File: config.mk
export PLATFORM = sky130hd
export DESIGN_NAME = dtg_top
export DESIGN_NICKNAME = d
export VERILOG_FILES = /design/src/dtg_stair.v /design/src/dtg_top.v
export VERILOG_INCLUDE_DIRS = /design/src
export SDC_FILE = /design/constraint.sdc
export NUM_CORES = 1
export LEC_CHECK = 0
export BUFFER_PORTS_ARGS = -buffer_cell sky130_fd_sc_hd__buf_2
export CORE_MARGIN = 2
export CORE_UTILIZATION = 50
export CTS_CLUSTER_DIAMETER = 100
export DETAILED_ROUTE_END_ITERATION = 6
export PLACE_DENSITY = 0.7
export SKIP_CTS_REPAIR_TIMING = 1
export SYNTH_ARGS = -nofsm -noshare
export SYNTH_HDL_FRONTEND = slang
export SYNTH_SLANG_ARGS = --single-unit
File: constraint.sdc
create_clock -name clk_in -period 2.9 [get_ports clk_in]
set_input_delay 0.145 -clock clk_in [delete_from_list [all_inputs] [get_ports clk_in]]
set_output_delay 0.145 -clock clk_in [all_outputs]
set_load 0.005 [all_outputs]
File: src/dtg_regs.vh
// Register map, field positions, reset values and tone timing constants
// for the dual-tone dial generator. Definitions only; included by bare name.
`ifndef DTG_REGS_VH
`define DTG_REGS_VH

// ****************************************
// Register offsets
// ****************************************
`define DTG_ADDR_W 8
`define DTG_DATA_W 8
`define DTG_OFS_TONE_CONTROL 8'h20
`define DTG_OFS_DIAL_SELECT 8'h21

// ****************************************
// Field positions
// ****************************************
`define DTG_BIT_TONE_OUTPUT_GATE 0
`define DTG_BIT_LOW_GROUP_DISABLE 1
`define DTG_BIT_HIGH_GROUP_DISABLE 2
`define DTG_BIT_CRYSTAL_SELECT 3
`define DTG_CTRL_FIELD_W 4
`define DTG_DIAL_CODE_MSB 3
`define DTG_DIAL_CODE_W 4

// ****************************************
// Reset and read values
// ****************************************
`define DTG_CTRL_RESET 4'h0
`define DTG_DIAL_RESET 4'h0
`define DTG_READ_IDLE 8'h00
`define DTG_UNUSED_HI 4'h0

// ****************************************
// Clock divider ratios per crystal setting
// ****************************************
`define DTG_DIV_4M 8'h01
`define DTG_DIV_8M 8'h02
`define DTG_DIV_W 8

// ****************************************
// Staircase step lengths in divided ticks, 16 steps per period
// ****************************************
`define DTG_PERIOD_W 10
`define DTG_STEP_W 4
`define DTG_LOW_TONE_ONE 10'h166
`define DTG_LOW_TONE_TWO 10'h145
`define DTG_LOW_TONE_THREE 10'h125
`define DTG_LOW_TONE_FOUR 10'h10A
`define DTG_HIGH_TONE_ONE 10'h0CF
`define DTG_HIGH_TONE_TWO 10'h0BB
`define DTG_HIGH_TONE_THREE 10'h0AA
`define DTG_HIGH_TONE_FOUR 10'h099

// ****************************************
// Output levels
// ****************************************
`define DTG_SAMPLE_W 8
`define DTG_SUM_W 10
`define DTG_IDLE_LEVEL 8'h80
`define DTG_SAMPLE_ZERO 8'h00

`endif

File: src/dtg_stair.v
// One staircase tone generator: 16-step sine approximation, step length set by period_in.
// Assumes tick_in is a one-cycle pulse from the divider in the same clock domain.
`timescale 1ns/1ps
`include "dtg_regs.vh"

module dtg_stair #(
	parameter PERIOD_W = `DTG_PERIOD_W
) (
	input wire clk_in,
	input wire resetn_in,
	input wire run_in,
	input wire restart_in,
	input wire tick_in,
	input wire [PERIOD_W-1:0] period_in,
	output reg [`DTG_SAMPLE_W-1:0] sample_out
);

	// ****************************************
	// Staircase table
	// ****************************************
	// Signed levels, amplitude kept small so two groups plus midpoint never wrap
	function [`DTG_SAMPLE_W-1:0] stair_level;
		input [`DTG_STEP_W-1:0] step;
		begin
			case (step)
				4'h0: stair_level = 8'h00;
				4'h1: stair_level = 8'h15;
				4'h2: stair_level = 8'h28;
				4'h3: stair_level = 8'h34;
				4'h4: stair_level = 8'h38;
				4'h5: stair_level = 8'h34;
				4'h6: stair_level = 8'h28;
				4'h7: stair_level = 8'h15;
				4'h8: stair_level = 8'h00;
				4'h9: stair_level = 8'hEB;
				4'hA: stair_level = 8'hD8;
				4'hB: stair_level = 8'hCC;
				4'hC: stair_level = 8'hC8;
				4'hD: stair_level = 8'hCC;
				4'hE: stair_level = 8'hD8;
				default: stair_level = 8'hEB;
			endcase
		end
	endfunction

	// ****************************************
	// Step timing
	// ****************************************
	reg [PERIOD_W-1:0] tick_count;
	reg [`DTG_STEP_W-1:0] step;
	wire step_end = (tick_count == period_in - {{(PERIOD_W-1){1'b0}}, 1'b1});

	always @(posedge clk_in) begin
		if (!resetn_in || !run_in || restart_in) begin
			tick_count <= {PERIOD_W{1'b0}};
			step <= {`DTG_STEP_W{1'b0}};
			sample_out <= `DTG_SAMPLE_ZERO;
		end else begin
			sample_out <= stair_level(step);
			if (tick_in) begin
				if (step_end) begin
					tick_count <= {PERIOD_W{1'b0}};
					step <= step + 4'h1;
				end else begin
					tick_count <= tick_count + {{(PERIOD_W-1){1'b0}}, 1'b1};
				end
			end
		end
	end

endmodule

File: src/dtg_top.v
// Dual-tone dial generator: two byte registers, divider, row/column staircases, adder and output gate.
// Assumes a same-clock register master with one-cycle strobes; read data is valid only the cycle after.
//
// Summary of operation
// - Crystal select 0 picks the divide ratio for a 4 MHz oscillator, 1 the one for 8 MHz.
// - High-group disable at 0 lets the column tone run, at 1 it silences it.
// - Low-group disable at 0 lets the row tone run, at 1 it silences it.
// - Output gate at control bit 0 passes the composite tone to the pin when 1 and blocks it when 0.
// - Control bits 7 to 4 are unused: writes to them change nothing and reads give no meaning.
// - Writing 00000111 to the dial register selects symbol seven, third row with first column.
// - While the gate is open the pin carries, without pause, the pair chosen by the dial register.
// - Rows one to four run near 693.85, 764.31, 847.78 and 933.83 Hz at the 7.9488 MHz reference.
// - Columns one to three run near 1200.00, 1328.34 and 1461.18 Hz at that reference.
// - Digits 1 to 9 form a three by three grid, row by threes, columns one to three in order.
// - Symbols B, C and D pair column four near 1623.53 Hz with rows two, three and four.
// - Zero is row four column two, star row four column one, hash row four column three, A row one column four.
// - Row and column staircase samples are added to form the composite tone.
// - Both generators run from a divided main clock whose ratio follows crystal select.
`timescale 1ns/1ps
`include "dtg_regs.vh"

module dtg_top #(
	parameter [`DTG_DIV_W-1:0] DIV_4M = `DTG_DIV_4M,
	parameter [`DTG_DIV_W-1:0] DIV_8M = `DTG_DIV_8M
) (
	input wire clk_in,
	input wire resetn_in,
	input wire [`DTG_ADDR_W-1:0] addr_in,
	input wire [`DTG_DATA_W-1:0] wdata_in,
	input wire wr_in,
	input wire rd_in,
	output reg [`DTG_DATA_W-1:0] rdata_out,
	output reg [`DTG_SAMPLE_W-1:0] tone_out,
	output reg tone_active_out
);

	// ****************************************
	// Symbol decoding
	// ****************************************
	// Returns {row index, column index}, both zero based
	function [3:0] dial_pair;
		input [`DTG_DIAL_CODE_W-1:0] code;
		begin
			case (code)
				4'h1: dial_pair = {2'h0, 2'h0};
				4'h2: dial_pair = {2'h0, 2'h1};
				4'h3: dial_pair = {2'h0, 2'h2};
				4'h4: dial_pair = {2'h1, 2'h0};
				4'h5: dial_pair = {2'h1, 2'h1};
				4'h6: dial_pair = {2'h1, 2'h2};
				4'h7: dial_pair = {2'h2, 2'h0};
				4'h8: dial_pair = {2'h2, 2'h1};
				4'h9: dial_pair = {2'h2, 2'h2};
				4'h0: dial_pair = {2'h3, 2'h1};
				4'hA: dial_pair = {2'h3, 2'h0};
				4'hB: dial_pair = {2'h3, 2'h2};
				4'hC: dial_pair = {2'h0, 2'h3};
				4'hD: dial_pair = {2'h1, 2'h3};
				4'hE: dial_pair = {2'h2, 2'h3};
				default: dial_pair = {2'h3, 2'h3};
			endcase
		end
	endfunction

	// ****************************************
	// Step length lookup
	// ****************************************
	function [`DTG_PERIOD_W-1:0] low_period;
		input [1:0] idx;
		begin
			case (idx)
				2'h0: low_period = `DTG_LOW_TONE_ONE;
				2'h1: low_period = `DTG_LOW_TONE_TWO;
				2'h2: low_period = `DTG_LOW_TONE_THREE;
				default: low_period = `DTG_LOW_TONE_FOUR;
			endcase
		end
	endfunction

	function [`DTG_PERIOD_W-1:0] high_period;
		input [1:0] idx;
		begin
			case (idx)
				2'h0: high_period = `DTG_HIGH_TONE_ONE;
				2'h1: high_period = `DTG_HIGH_TONE_TWO;
				2'h2: high_period = `DTG_HIGH_TONE_THREE;
				default: high_period = `DTG_HIGH_TONE_FOUR;
			endcase
		end
	endfunction

	// Sign extension for adding staircase samples
	function [`DTG_SUM_W-1:0] widen_signed;
		input [`DTG_SAMPLE_W-1:0] value;
		begin
			widen_signed = {{(`DTG_SUM_W-`DTG_SAMPLE_W){value[`DTG_SAMPLE_W-1]}}, value};
		end
	endfunction

	// ****************************************
	// Register storage
	// ****************************************
	reg [`DTG_CTRL_FIELD_W-1:0] tone_control;
	reg [`DTG_DIAL_CODE_W-1:0] dial_select;
	reg dial_restart;

	wire ctrl_hit = (addr_in == `DTG_OFS_TONE_CONTROL);
	wire dial_hit = (addr_in == `DTG_OFS_DIAL_SELECT);
	wire [`DTG_DIAL_CODE_W-1:0] new_code = wdata_in[`DTG_DIAL_CODE_MSB:0];

	wire tone_output_gate = tone_control[`DTG_BIT_TONE_OUTPUT_GATE];
	wire low_group_disable = tone_control[`DTG_BIT_LOW_GROUP_DISABLE];
	wire high_group_disable = tone_control[`DTG_BIT_HIGH_GROUP_DISABLE];
	wire crystal_select = tone_control[`DTG_BIT_CRYSTAL_SELECT];

	always @(posedge clk_in) begin
		if (!resetn_in) begin
			tone_control <= `DTG_CTRL_RESET;
		end else if (wr_in && ctrl_hit) begin
			// Upper nibble is dropped so it can never steer anything
			tone_control <= wdata_in[`DTG_CTRL_FIELD_W-1:0];
		end
	end

	// Reserved bit 7 and unused bits 6..4 are not stored
	always @(posedge clk_in) begin
		if (!resetn_in) begin
			dial_select <= `DTG_DIAL_RESET;
			dial_restart <= 1'b0;
		end else begin
			dial_restart <= 1'b0;
			if (wr_in && dial_hit) begin
				dial_select <= new_code;
				// Restart both staircases on a new symbol for a clean first cycle
				dial_restart <= (new_code != dial_select);
			end
		end
	end

	// ****************************************
	// Read port
	// ****************************************
	// Unused bits read back as zero; unmapped addresses read zero
	always @(posedge clk_in) begin
		if (!resetn_in) begin
			rdata_out <= `DTG_READ_IDLE;
		end else if (rd_in && ctrl_hit) begin
			rdata_out <= {`DTG_UNUSED_HI, tone_control};
		end else if (rd_in && dial_hit) begin
			rdata_out <= {`DTG_UNUSED_HI, dial_select};
		end else begin
			rdata_out <= `DTG_READ_IDLE;
		end
	end

	// ****************************************
	// Clock divider
	// ****************************************
	// Ratio changes take effect at the next wrap, so a switch never gives a short tick
	reg [`DTG_DIV_W-1:0] div_count;
	reg [`DTG_DIV_W-1:0] div_ratio;
	reg tone_tick;
	wire [`DTG_DIV_W-1:0] next_ratio = crystal_select ? DIV_8M : DIV_4M;
	wire div_wrap = (div_count >= div_ratio - {{(`DTG_DIV_W-1){1'b0}}, 1'b1});

	always @(posedge clk_in) begin
		if (!resetn_in) begin
			div_count <= {`DTG_DIV_W{1'b0}};
			div_ratio <= DIV_4M;
			tone_tick <= 1'b0;
		end else begin
			tone_tick <= div_wrap;
			if (div_wrap) begin
				div_count <= {`DTG_DIV_W{1'b0}};
				div_ratio <= next_ratio;
			end else begin
				div_count <= div_count + {{(`DTG_DIV_W-1){1'b0}}, 1'b1};
			end
		end
	end

	// ****************************************
	// Tone generators
	// ****************************************
	wire [3:0] pair = dial_pair(dial_select);
	wire [`DTG_PERIOD_W-1:0] row_period = low_period(pair[3:2]);
	wire [`DTG_PERIOD_W-1:0] col_period = high_period(pair[1:0]);
	wire row_run = !low_group_disable;
	wire col_run = !high_group_disable;
	wire [`DTG_SAMPLE_W-1:0] row_sample;
	wire [`DTG_SAMPLE_W-1:0] col_sample;

	dtg_stair #(
		.PERIOD_W(`DTG_PERIOD_W)
	) u_low_group (
		.clk_in(clk_in),
		.resetn_in(resetn_in),
		.run_in(row_run),
		.restart_in(dial_restart),
		.tick_in(tone_tick),
		.period_in(row_period),
		.sample_out(row_sample)
	);

	dtg_stair #(
		.PERIOD_W(`DTG_PERIOD_W)
	) u_high_group (
		.clk_in(clk_in),
		.resetn_in(resetn_in),
		.run_in(col_run),
		.restart_in(dial_restart),
		.tick_in(tone_tick),
		.period_in(col_period),
		.sample_out(col_sample)
	);

	// ****************************************
	// Adder and output gate
	// ****************************************
	// A stopped generator holds zero, so with both stopped the sum falls back to the midpoint by itself
	wire [`DTG_SUM_W-1:0] mid_wide = {{(`DTG_SUM_W-`DTG_SAMPLE_W){1'b0}}, `DTG_IDLE_LEVEL};
	wire [`DTG_SUM_W-1:0] sum_wide = mid_wide + widen_signed(row_sample) + widen_signed(col_sample);
	wire [`DTG_SAMPLE_W-1:0] next_tone = tone_output_gate ? sum_wide[`DTG_SAMPLE_W-1:0] : `DTG_IDLE_LEVEL;

	always @(posedge clk_in) begin
		if (!resetn_in) begin
			tone_out <= `DTG_IDLE_LEVEL;
			tone_active_out <= 1'b0;
		end else begin
			tone_out <= next_tone;
			tone_active_out <= tone_output_gate;
		end
	end

endmodule

==> qor.txt, run 1 <==
Tmin final: 2.33 ns
sequential area share after synthesis: 37.3%
Wirelength per Cell: 12.5 microns
routed vias/inst: 5.20
total wire length: 7450 microns
setup ws final: 0.573 ns
Die ar.: 9230 sq um
final hold vios: 0
Post-synth ARST share: 0%
number of max-slew violations in the final report: 0
Pwr Density: 429 nW/um^2
P_leak: 1.93 nW
clock power share: 40.2%
core area: 8220 sq um
Internal Dissipation: 1.52 mW
ys flop type: dfxtp_1
Reg power frac: 55.8%
GRT overflow: 0
max cap viols: 0
# port buffers: 28
Mapped Area: 4240 sq um
Setup WS pre-CTS: 0.561 ns
synthesis-to-finish area growth: 8.59%
syn avg cell area: 9.00 sq um
DRC: 0
min-delay worst type: in2reg
Finished Layout Cells: 598
global-route wire length before repair: 13100 microns
TritonCTS Buffers: 9
clock slew at reported path FFs: 0.08 ns
H-tree levels: 3
gpl congestion: 0.860
Rows: 33
CP startpoint kind: register
DIE HEIGHT: 96.1 microns
Boundary Pins: 37
fmax: 0.430 GHz
CP Data Required Time: 3.12 ns
fin area: 4600 sq um
hpwl dp: 5520 microns
starting density of the core: 51.6%
CP arrival: 2.54 ns
status: completed
Finish-stage setup viols: 0
yosys warns: 0
Worst Max-Slew Pin Slew: 0.670 ns
relative slew slack: 54.9%
Setup Crit Path Kind: reg2reg
fin util: 56.0%
Final Cycle Share: 80.2%
vias in the first global route: 2976
Ant. Diodes: 0
unrepaired setup endpoints after global routing: no
clock latency on the worst-skew pair: 0.35 ns
synthesis-stage register bit count: 79
root buf cell: clkbuf_8
CP Capture Type: register
Sink Count: 79
pin count of the biggest net entering global routing: 29
share of cells above drive strength 1: 10.1%
drt first pass iters: 4
worst hold slack: 0.168 ns
number of synthesized flops with an enable pin: 0
Inst Count DP: 582
Clock Skew: 0.0120 ns
Total GRT Usage: 18.0%
initial DRC count: 129
die width: 96.1 microns
Final TNS setup: 0 ns
net switching power: 0.451 mW
switch share: 22.8%
Max Root-Sink Buffers: 2
combinational cell fraction of total power: 4.0%
Final nets: 554
TritonCTS clock tree: built
worst-path maximum fanout: 6
dpl cell area: 4410 sq um
VDD IR max: 0.252 mV
synthesized instance count: 471
initial antenna violation count: 0
unique cell type count in the Yosys netlist: 51
Post-DRT Antenna Nets: 0
Final Total Pwr: 1.97 mW
Vias: 3111
## cell usage in the layout, fill, tap and decap left out, drive strengths merged, types with 3 or more instances in the layout
cell     n
clkbuf  11
ha      45
inv     30
xor2    21
conb     4
and2     6
nor2b   11
or4      3
nand3   18
nor4     3
or3      4
o22ai    3
nor3b    3
nand4    7
o211ai   5
a21oi   15
nand2b   5
buf     29
a211oi   4
nand2   19
o21ai   13
nor3     8
and3     4
mux2i   24
nor2    64
a21o     4
dfxtp   79
xnor2   19
## critical path, cell delays in order (launching register included)
cell and delay (ns):
dfxtp_1 0.33, inv_1 0.06, ha_1 0.18, inv_1 0.15, ha_1 0.27, a211o_1 0.25, a31oi_1 0.32, nor3_1 0.11
or4_1 0.53
## cell families after synthesis
group           after synthesis  share of synthesized area (%)
buf+inv                      56                           5.40
compound gates               59                           9.03
flops                        79                           37.3
mux                          26                           6.73
fa+ha+maj                    47                           14.0
other cells                   1                         0.0885
simple gates                163                           19.2
xor+xnor                     40                           8.26
## final cells by class
type / count / area [sq um]
clock inverters: 5 / 58.8
clock buffers: 11 / 131
fillers: 740 / 3610
repair buffers: 29 / 148
flip-flops and latches: 79 / 1580
inverters: 30 / 113
multi-input cells: 339 / 2440
well taps: 105 / 131
## metal layers
layer  up-vias  wire (microns)  track usage, %
li1       1635               -               -
met5         -               0               0
met1      1431            3590            22.4
met2        34            3520            30.5
met4         0             140            7.38
met3        11             202            3.45
## worst paths after layout
path	startpoint	endpoint	slack, ns	cells after the start
setup / recovery	div_ratio[0]	div_ratio[1]	0.57	8
hold / removal	addr_in[0]	rdata_out[0]	0.17	3
setup reg to reg	div_ratio[0]	div_ratio[1]	0.57	8
hold reg to reg	div_count[0]	div_count[0]	0.49	1
## flip-flops by register name (all words and copies together), names as in the netlist
signal	cells
tone_tick	1
dial_select	4
pair	4
u_low_group.tick_count	10
div_ratio	2
tone_control	4
dial_restart	1
u_low_group.sample_out	7
tone_out	8
u_high_group.sample_out	7
rdata_out	4
u_high_group.tick_count	10
u_low_group.step	4
u_high_group.step	4
tone_active_out	1
div_count	8
## power by group through the flow
| stage | Combinational, mW | Clock, mW | Sequential (mW) |
|---|---|---|---|
| 6_report | 0.0790 | 0.794 | 1.10 |
| 5_1_grt | 0.0884 | 0.862 | 1.10 |
| 4_1_cts | 0.0791 | 0.816 | 1.10 |
| 3_5_place_dp | 0.0786 | 0 | 1.13 |
| 3_3_place_gp | 0.0765 | 0 | 1.13 |
| 2_1_floorplan | 0.0627 | 0 | 1.12 |
## cells in the mapped netlist, types with 3 or more instances
| master | count | share of area (%) |
|---|---|---|
| mux2i_1 | 24 | 5.7 |
| nor3b_1 | 3 | 0.53 |
| nand2b_1 | 5 | 0.74 |
| dfxtp_1 | 79 | 37 |
| o21ai_0 | 13 | 1.5 |
| buf_4 | 4 | 0.71 |
| ha_1 | 45 | 13 |
| a21o_1 | 4 | 0.71 |
| nor4_1 | 3 | 0.44 |
| or3_1 | 4 | 0.59 |
| a211oi_1 | 4 | 0.71 |
| and2_1 | 6 | 0.89 |
| a21oi_1 | 15 | 1.8 |
| o22ai_1 | 3 | 0.44 |
| xor2_1 | 21 | 4.3 |
| nor2b_1 | 11 | 1.6 |
| nand4_1 | 7 | 1.0 |
| inv_1 | 30 | 2.7 |
| and3_1 | 4 | 0.59 |
| clkbuf_1 | 17 | 1.5 |
| nor3_1 | 8 | 0.94 |
| nand2_1 | 19 | 1.7 |
| xnor2_1 | 19 | 3.9 |
| nor2_1 | 64 | 5.7 |
| nand3_1 | 18 | 2.1 |
| o211ai_1 | 5 | 0.89 |
(Power assumes the default switching activity.)
==> run 2, diff against run 1 <==
ABC_AREA = 1   (was default)
clock period = 2.2 ns   (was 2.9 ns; I/O delays follow)
==> run 2 against run 1 <==
Non-clock buffer count rose by 2. Clock skew rose by 0.0019 ns. Via count rose by 11%. Area after synthesis rose by 0.50%. Clock power rose by 21%. Critical path type unchanged. Critical endpoint is now div_ratio[0].
==> qor.txt, run 2 <==
status: completed (unchanged)
fin area: 4680 sq um (was 4600 sq um)
CP arrival: 2.21 ns (was 2.54 ns)
Synth top area share: 37.1% (was 37.3%)
R2R setup slack: 0.22 ns (was 0.57 ns)
Reg area: 1580 sq um (unchanged)
share of cells above drive strength 1: 12.5% (was 10.1%)
combinational family with the most area after synthesis: simple AND/OR/NAND/NOR gates (unchanged)
largest registers: u_high_group.tick_count (10), u_low_group.tick_count (10) (unchanged)
Finish-stage setup viols: 0 (unchanged)
Inst Count DP: 688 (was 582)
GRT overflow: 0 (unchanged)
Boundary Pins: 37 (unchanged)
Sink Count: 79 (unchanged)
CP Data Required Time: 2.43 ns (was 3.12 ns)
synthesized instance count: 559 (was 471)
Mapped Area: 4260 sq um (was 4240 sq um)
most common cell after layout, fill and taps aside: nand2_1 (was dfxtp_1)
Ant. Diodes: 0 (unchanged)
clock slew at reported path FFs: 0.07 ns (was 0.08 ns)
total wire length: 7610 microns (was 7450 microns)
pin count of the biggest net entering global routing: 17 (was 29)
fin util: 56.6% (was 56.0%)
Tmin final: 1.98 ns (was 2.33 ns)
Vias: 3457 (was 3111)
fmax: 0.506 GHz (was 0.430 GHz)
hpwl dp: 5930 microns (was 5520 microns)
cell taking the most area after synthesis: dfxtp_1 (unchanged)
Post-DRT Antenna Nets: 0 (unchanged)
Multi-input gate area: 2310 sq um (was 2440 sq um)
synthesis-to-finish area growth: 9.75% (was 8.59%)
DRC: 0 (unchanged)
# port buffers: 28 (unchanged)
dpl cell area: 4490 sq um (was 4410 sq um)
Rows: 33 (unchanged)
Finished Layout Cells: 705 (was 598)
VDD IR max: 0.306 mV (was 0.252 mV)
most frequent cells in the layout: nand2_1 (95), nor2_1 (80), dfxtp_1 (79) (was dfxtp_1 (79), nor2_1 (64), ha_1 (45))
Worst Hold Path EP: tone_control[1] (was rdata_out[0])
CP Capture Type: register (unchanged)
max cap viols: 0 (unchanged)
adder-cell share of the synthesized area: 13.7% (was 14.0%)
syn avg cell area: 7.62 sq um (was 9.00 sq um)
Compound-Gate Fraction of Synth Area: 8.93% (was 9.03%)
synthesis-stage register bit count: 79 (unchanged)
number of max-slew violations in the final report: 0 (unchanged)
post-synthesis mux area share: 0% (was 6.73%)
Final nets: 661 (was 554)
Setup Crit Path Kind: reg2reg (unchanged)
Final Cycle Share: 89.9% (was 80.2%)
Wirelength per Cell: 10.8 microns (was 12.5 microns)
initial DRC count: 115 (was 129)
drt first pass iters: 4 (unchanged)
r2r endpoint: div_ratio[0] (was div_ratio[1])
Pwr Density: 538 nW/um^2 (was 429 nW/um^2)
FILL cells: 798 (was 740)
Die ar.: 9270 sq um (was 9230 sq um)
vias in the first global route: 3247 (was 2976)
hold_sp: wdata_in[1] (was addr_in[0])
most frequent cell after synthesis: nand2_1 (was dfxtp_1)
yosys warns: 0 (unchanged)
Clock Skew: 0.0140 ns (was 0.0120 ns)
min-delay worst type: in2reg (unchanged)
final hold vios: 0 (unchanged)
worst-path maximum fanout: 10 (was 6)
starting density of the core: 51.6% (about the same)
die width: 96.3 microns (was 96.1 microns)
Cells on Worst Hold Path: 3 (unchanged)
Post-synth ARST share: 0% (unchanged)
Reg-to-Reg Start: div_ratio[0] (unchanged)
clock latency on the worst-skew pair: 0.34 ns (was 0.35 ns)
unrepaired setup endpoints after global routing: no (unchanged)
Final TNS setup: 0 ns (unchanged)
sequential area share after synthesis: 37.1% (was 37.3%)
global-route wire length before repair: 13500 microns (was 13100 microns)
top cells by area, synth: dfxtp_1 (37%), ha_1 (13%), nand2_1 (8.4%), nor2_1 (7.0%), inv_1 (6.9%) (was dfxtp_1 (37%), ha_1 (13%), mux2i_1 (5.7%), nor2_1 (5.7%), xor2_1 (4.3%))
Post-Synth XOR/XNOR Area: 3.49% (was 8.26%)
P_leak: 2.14 nW (was 1.93 nW)
H-tree levels: 3 (unchanged)
initial antenna violation count: 0 (unchanged)
DIE HEIGHT: 96.3 microns (was 96.1 microns)
root buf cell: clkbuf_8 (unchanged)
R2R depth: 11 (was 8)
CP startpoint kind: register (unchanged)
unique cell type count in the Yosys netlist: 41 (was 51)
TritonCTS clock tree: built (unchanged)
Max Root-Sink Buffers: 2 (unchanged)
synth cell count leaders: nand2_1 (95), nor2_1 (80), dfxtp_1 (79), inv_1 (78), ha_1 (45) (was dfxtp_1 (79), nor2_1 (64), ha_1 (45), inv_1 (30), mux2i_1 (24))
Total GRT Usage: 18.6% (was 18.0%)
number of synthesized flops with an enable pin: 0 (unchanged)
TritonCTS Buffers: 9 (unchanged)
ys flop type: dfxtp_1 (unchanged)
routed vias/inst: 4.90 (was 5.20)
gpl congestion: 0.892 (was 0.860)
simple-gate share of the synthesized area: 27.8% (was 19.2%)
core area: 8260 sq um (was 8220 sq um)
==> run 2: changes by cell type in the layout (fill, tap and decap cells not counted), moves of 15 or more <==
cell     change
mux2i_1     -24
xnor2_1     -15
inv_1       +48
nor2_1      +16
nand2_1     +76
o21ai_0     +17
==> run 2: kinds of logic (layout without fill, tap and decap cells) <==
family,count (synthesis),after routing
and+or+nand+nor,253,253
buffers and inverters,92,130
DFF,79,79
AOI/OAI and AO/OA,71,71
adders and majority gates,46,46
xor gates and xnor gates,17,17
other,1,4
==> run 2: where the power goes <==
group	switching (mW)	internal (mW)	leakage, nW
Clock	0.490	0.473	0.0829
Combinational	0.0654	0.0373	1.41
Sequential	0.0114	1.44	0.638
Total	0.567	1.95	2.14
==> run 2: worst max-delay path by stage <==
stage	slack, ns	to	cells after the start	from
2_1_floorplan	0.43	div_count[3]	9	div_ratio[0]
3_3_place_gp	0.24	div_count[3]	9	div_ratio[0]
3_5_place_dp	0.17	div_count[3]	9	div_ratio[0]
4_1_cts	0.14	div_count[3]	9	div_ratio[0]
5_1_grt	0.04	div_ratio[0]	11	div_ratio[0]
6_report	0.22	div_ratio[0]	11	div_ratio[0]
==> run 2: worst max-delay path: stages, from the launching register on <==
cell	delay, ns
dfxtp_1	0.31
inv_1	0.06
ha_1	0.19
inv_1	0.16
ha_1	0.28
a21oi_1	0.15
nor3_1	0.07
nor3_1	0.22
nand4_2	0.12
buf_4	0.18
nand2_1	0.06
o21ai_0	0.07
==> run 2: area by class of cell <==
cell class	instances	area share, %
Multi-Input combinational cell	391	49.4
Sequential cell	79	33.8
Inverter	83	6.66
Clock buffer	14	3.48
Timing Repair Buffer	31	3.48
Tap cell	105	2.81
Clock inverter	2	0.321
==> run 2: metal layers <==
metal | vias up | share of wire, % | track usage, %
met5 | - | 0 | 0
met4 | 0 | 1.6 | 9.27
met1 | 1528 | 45 | 21.6
met2 | 63 | 49 | 32.3
met3 | 8 | 4.0 | 3.99
li1 | 1858 | - | -
==> run 2: metrics by stage <==
step           setup WS [ns]  hold slack [ns]  power [mW]
2_1_floorplan          0.426            0.251        1.56
5_1_grt               0.0366           0.0738        2.64
4_1_cts                0.139           0.0478        2.55
3_3_place_gp           0.243            0.416        1.58
6_report               0.223           0.0752        2.52
3_5_place_dp           0.173            0.414        1.59
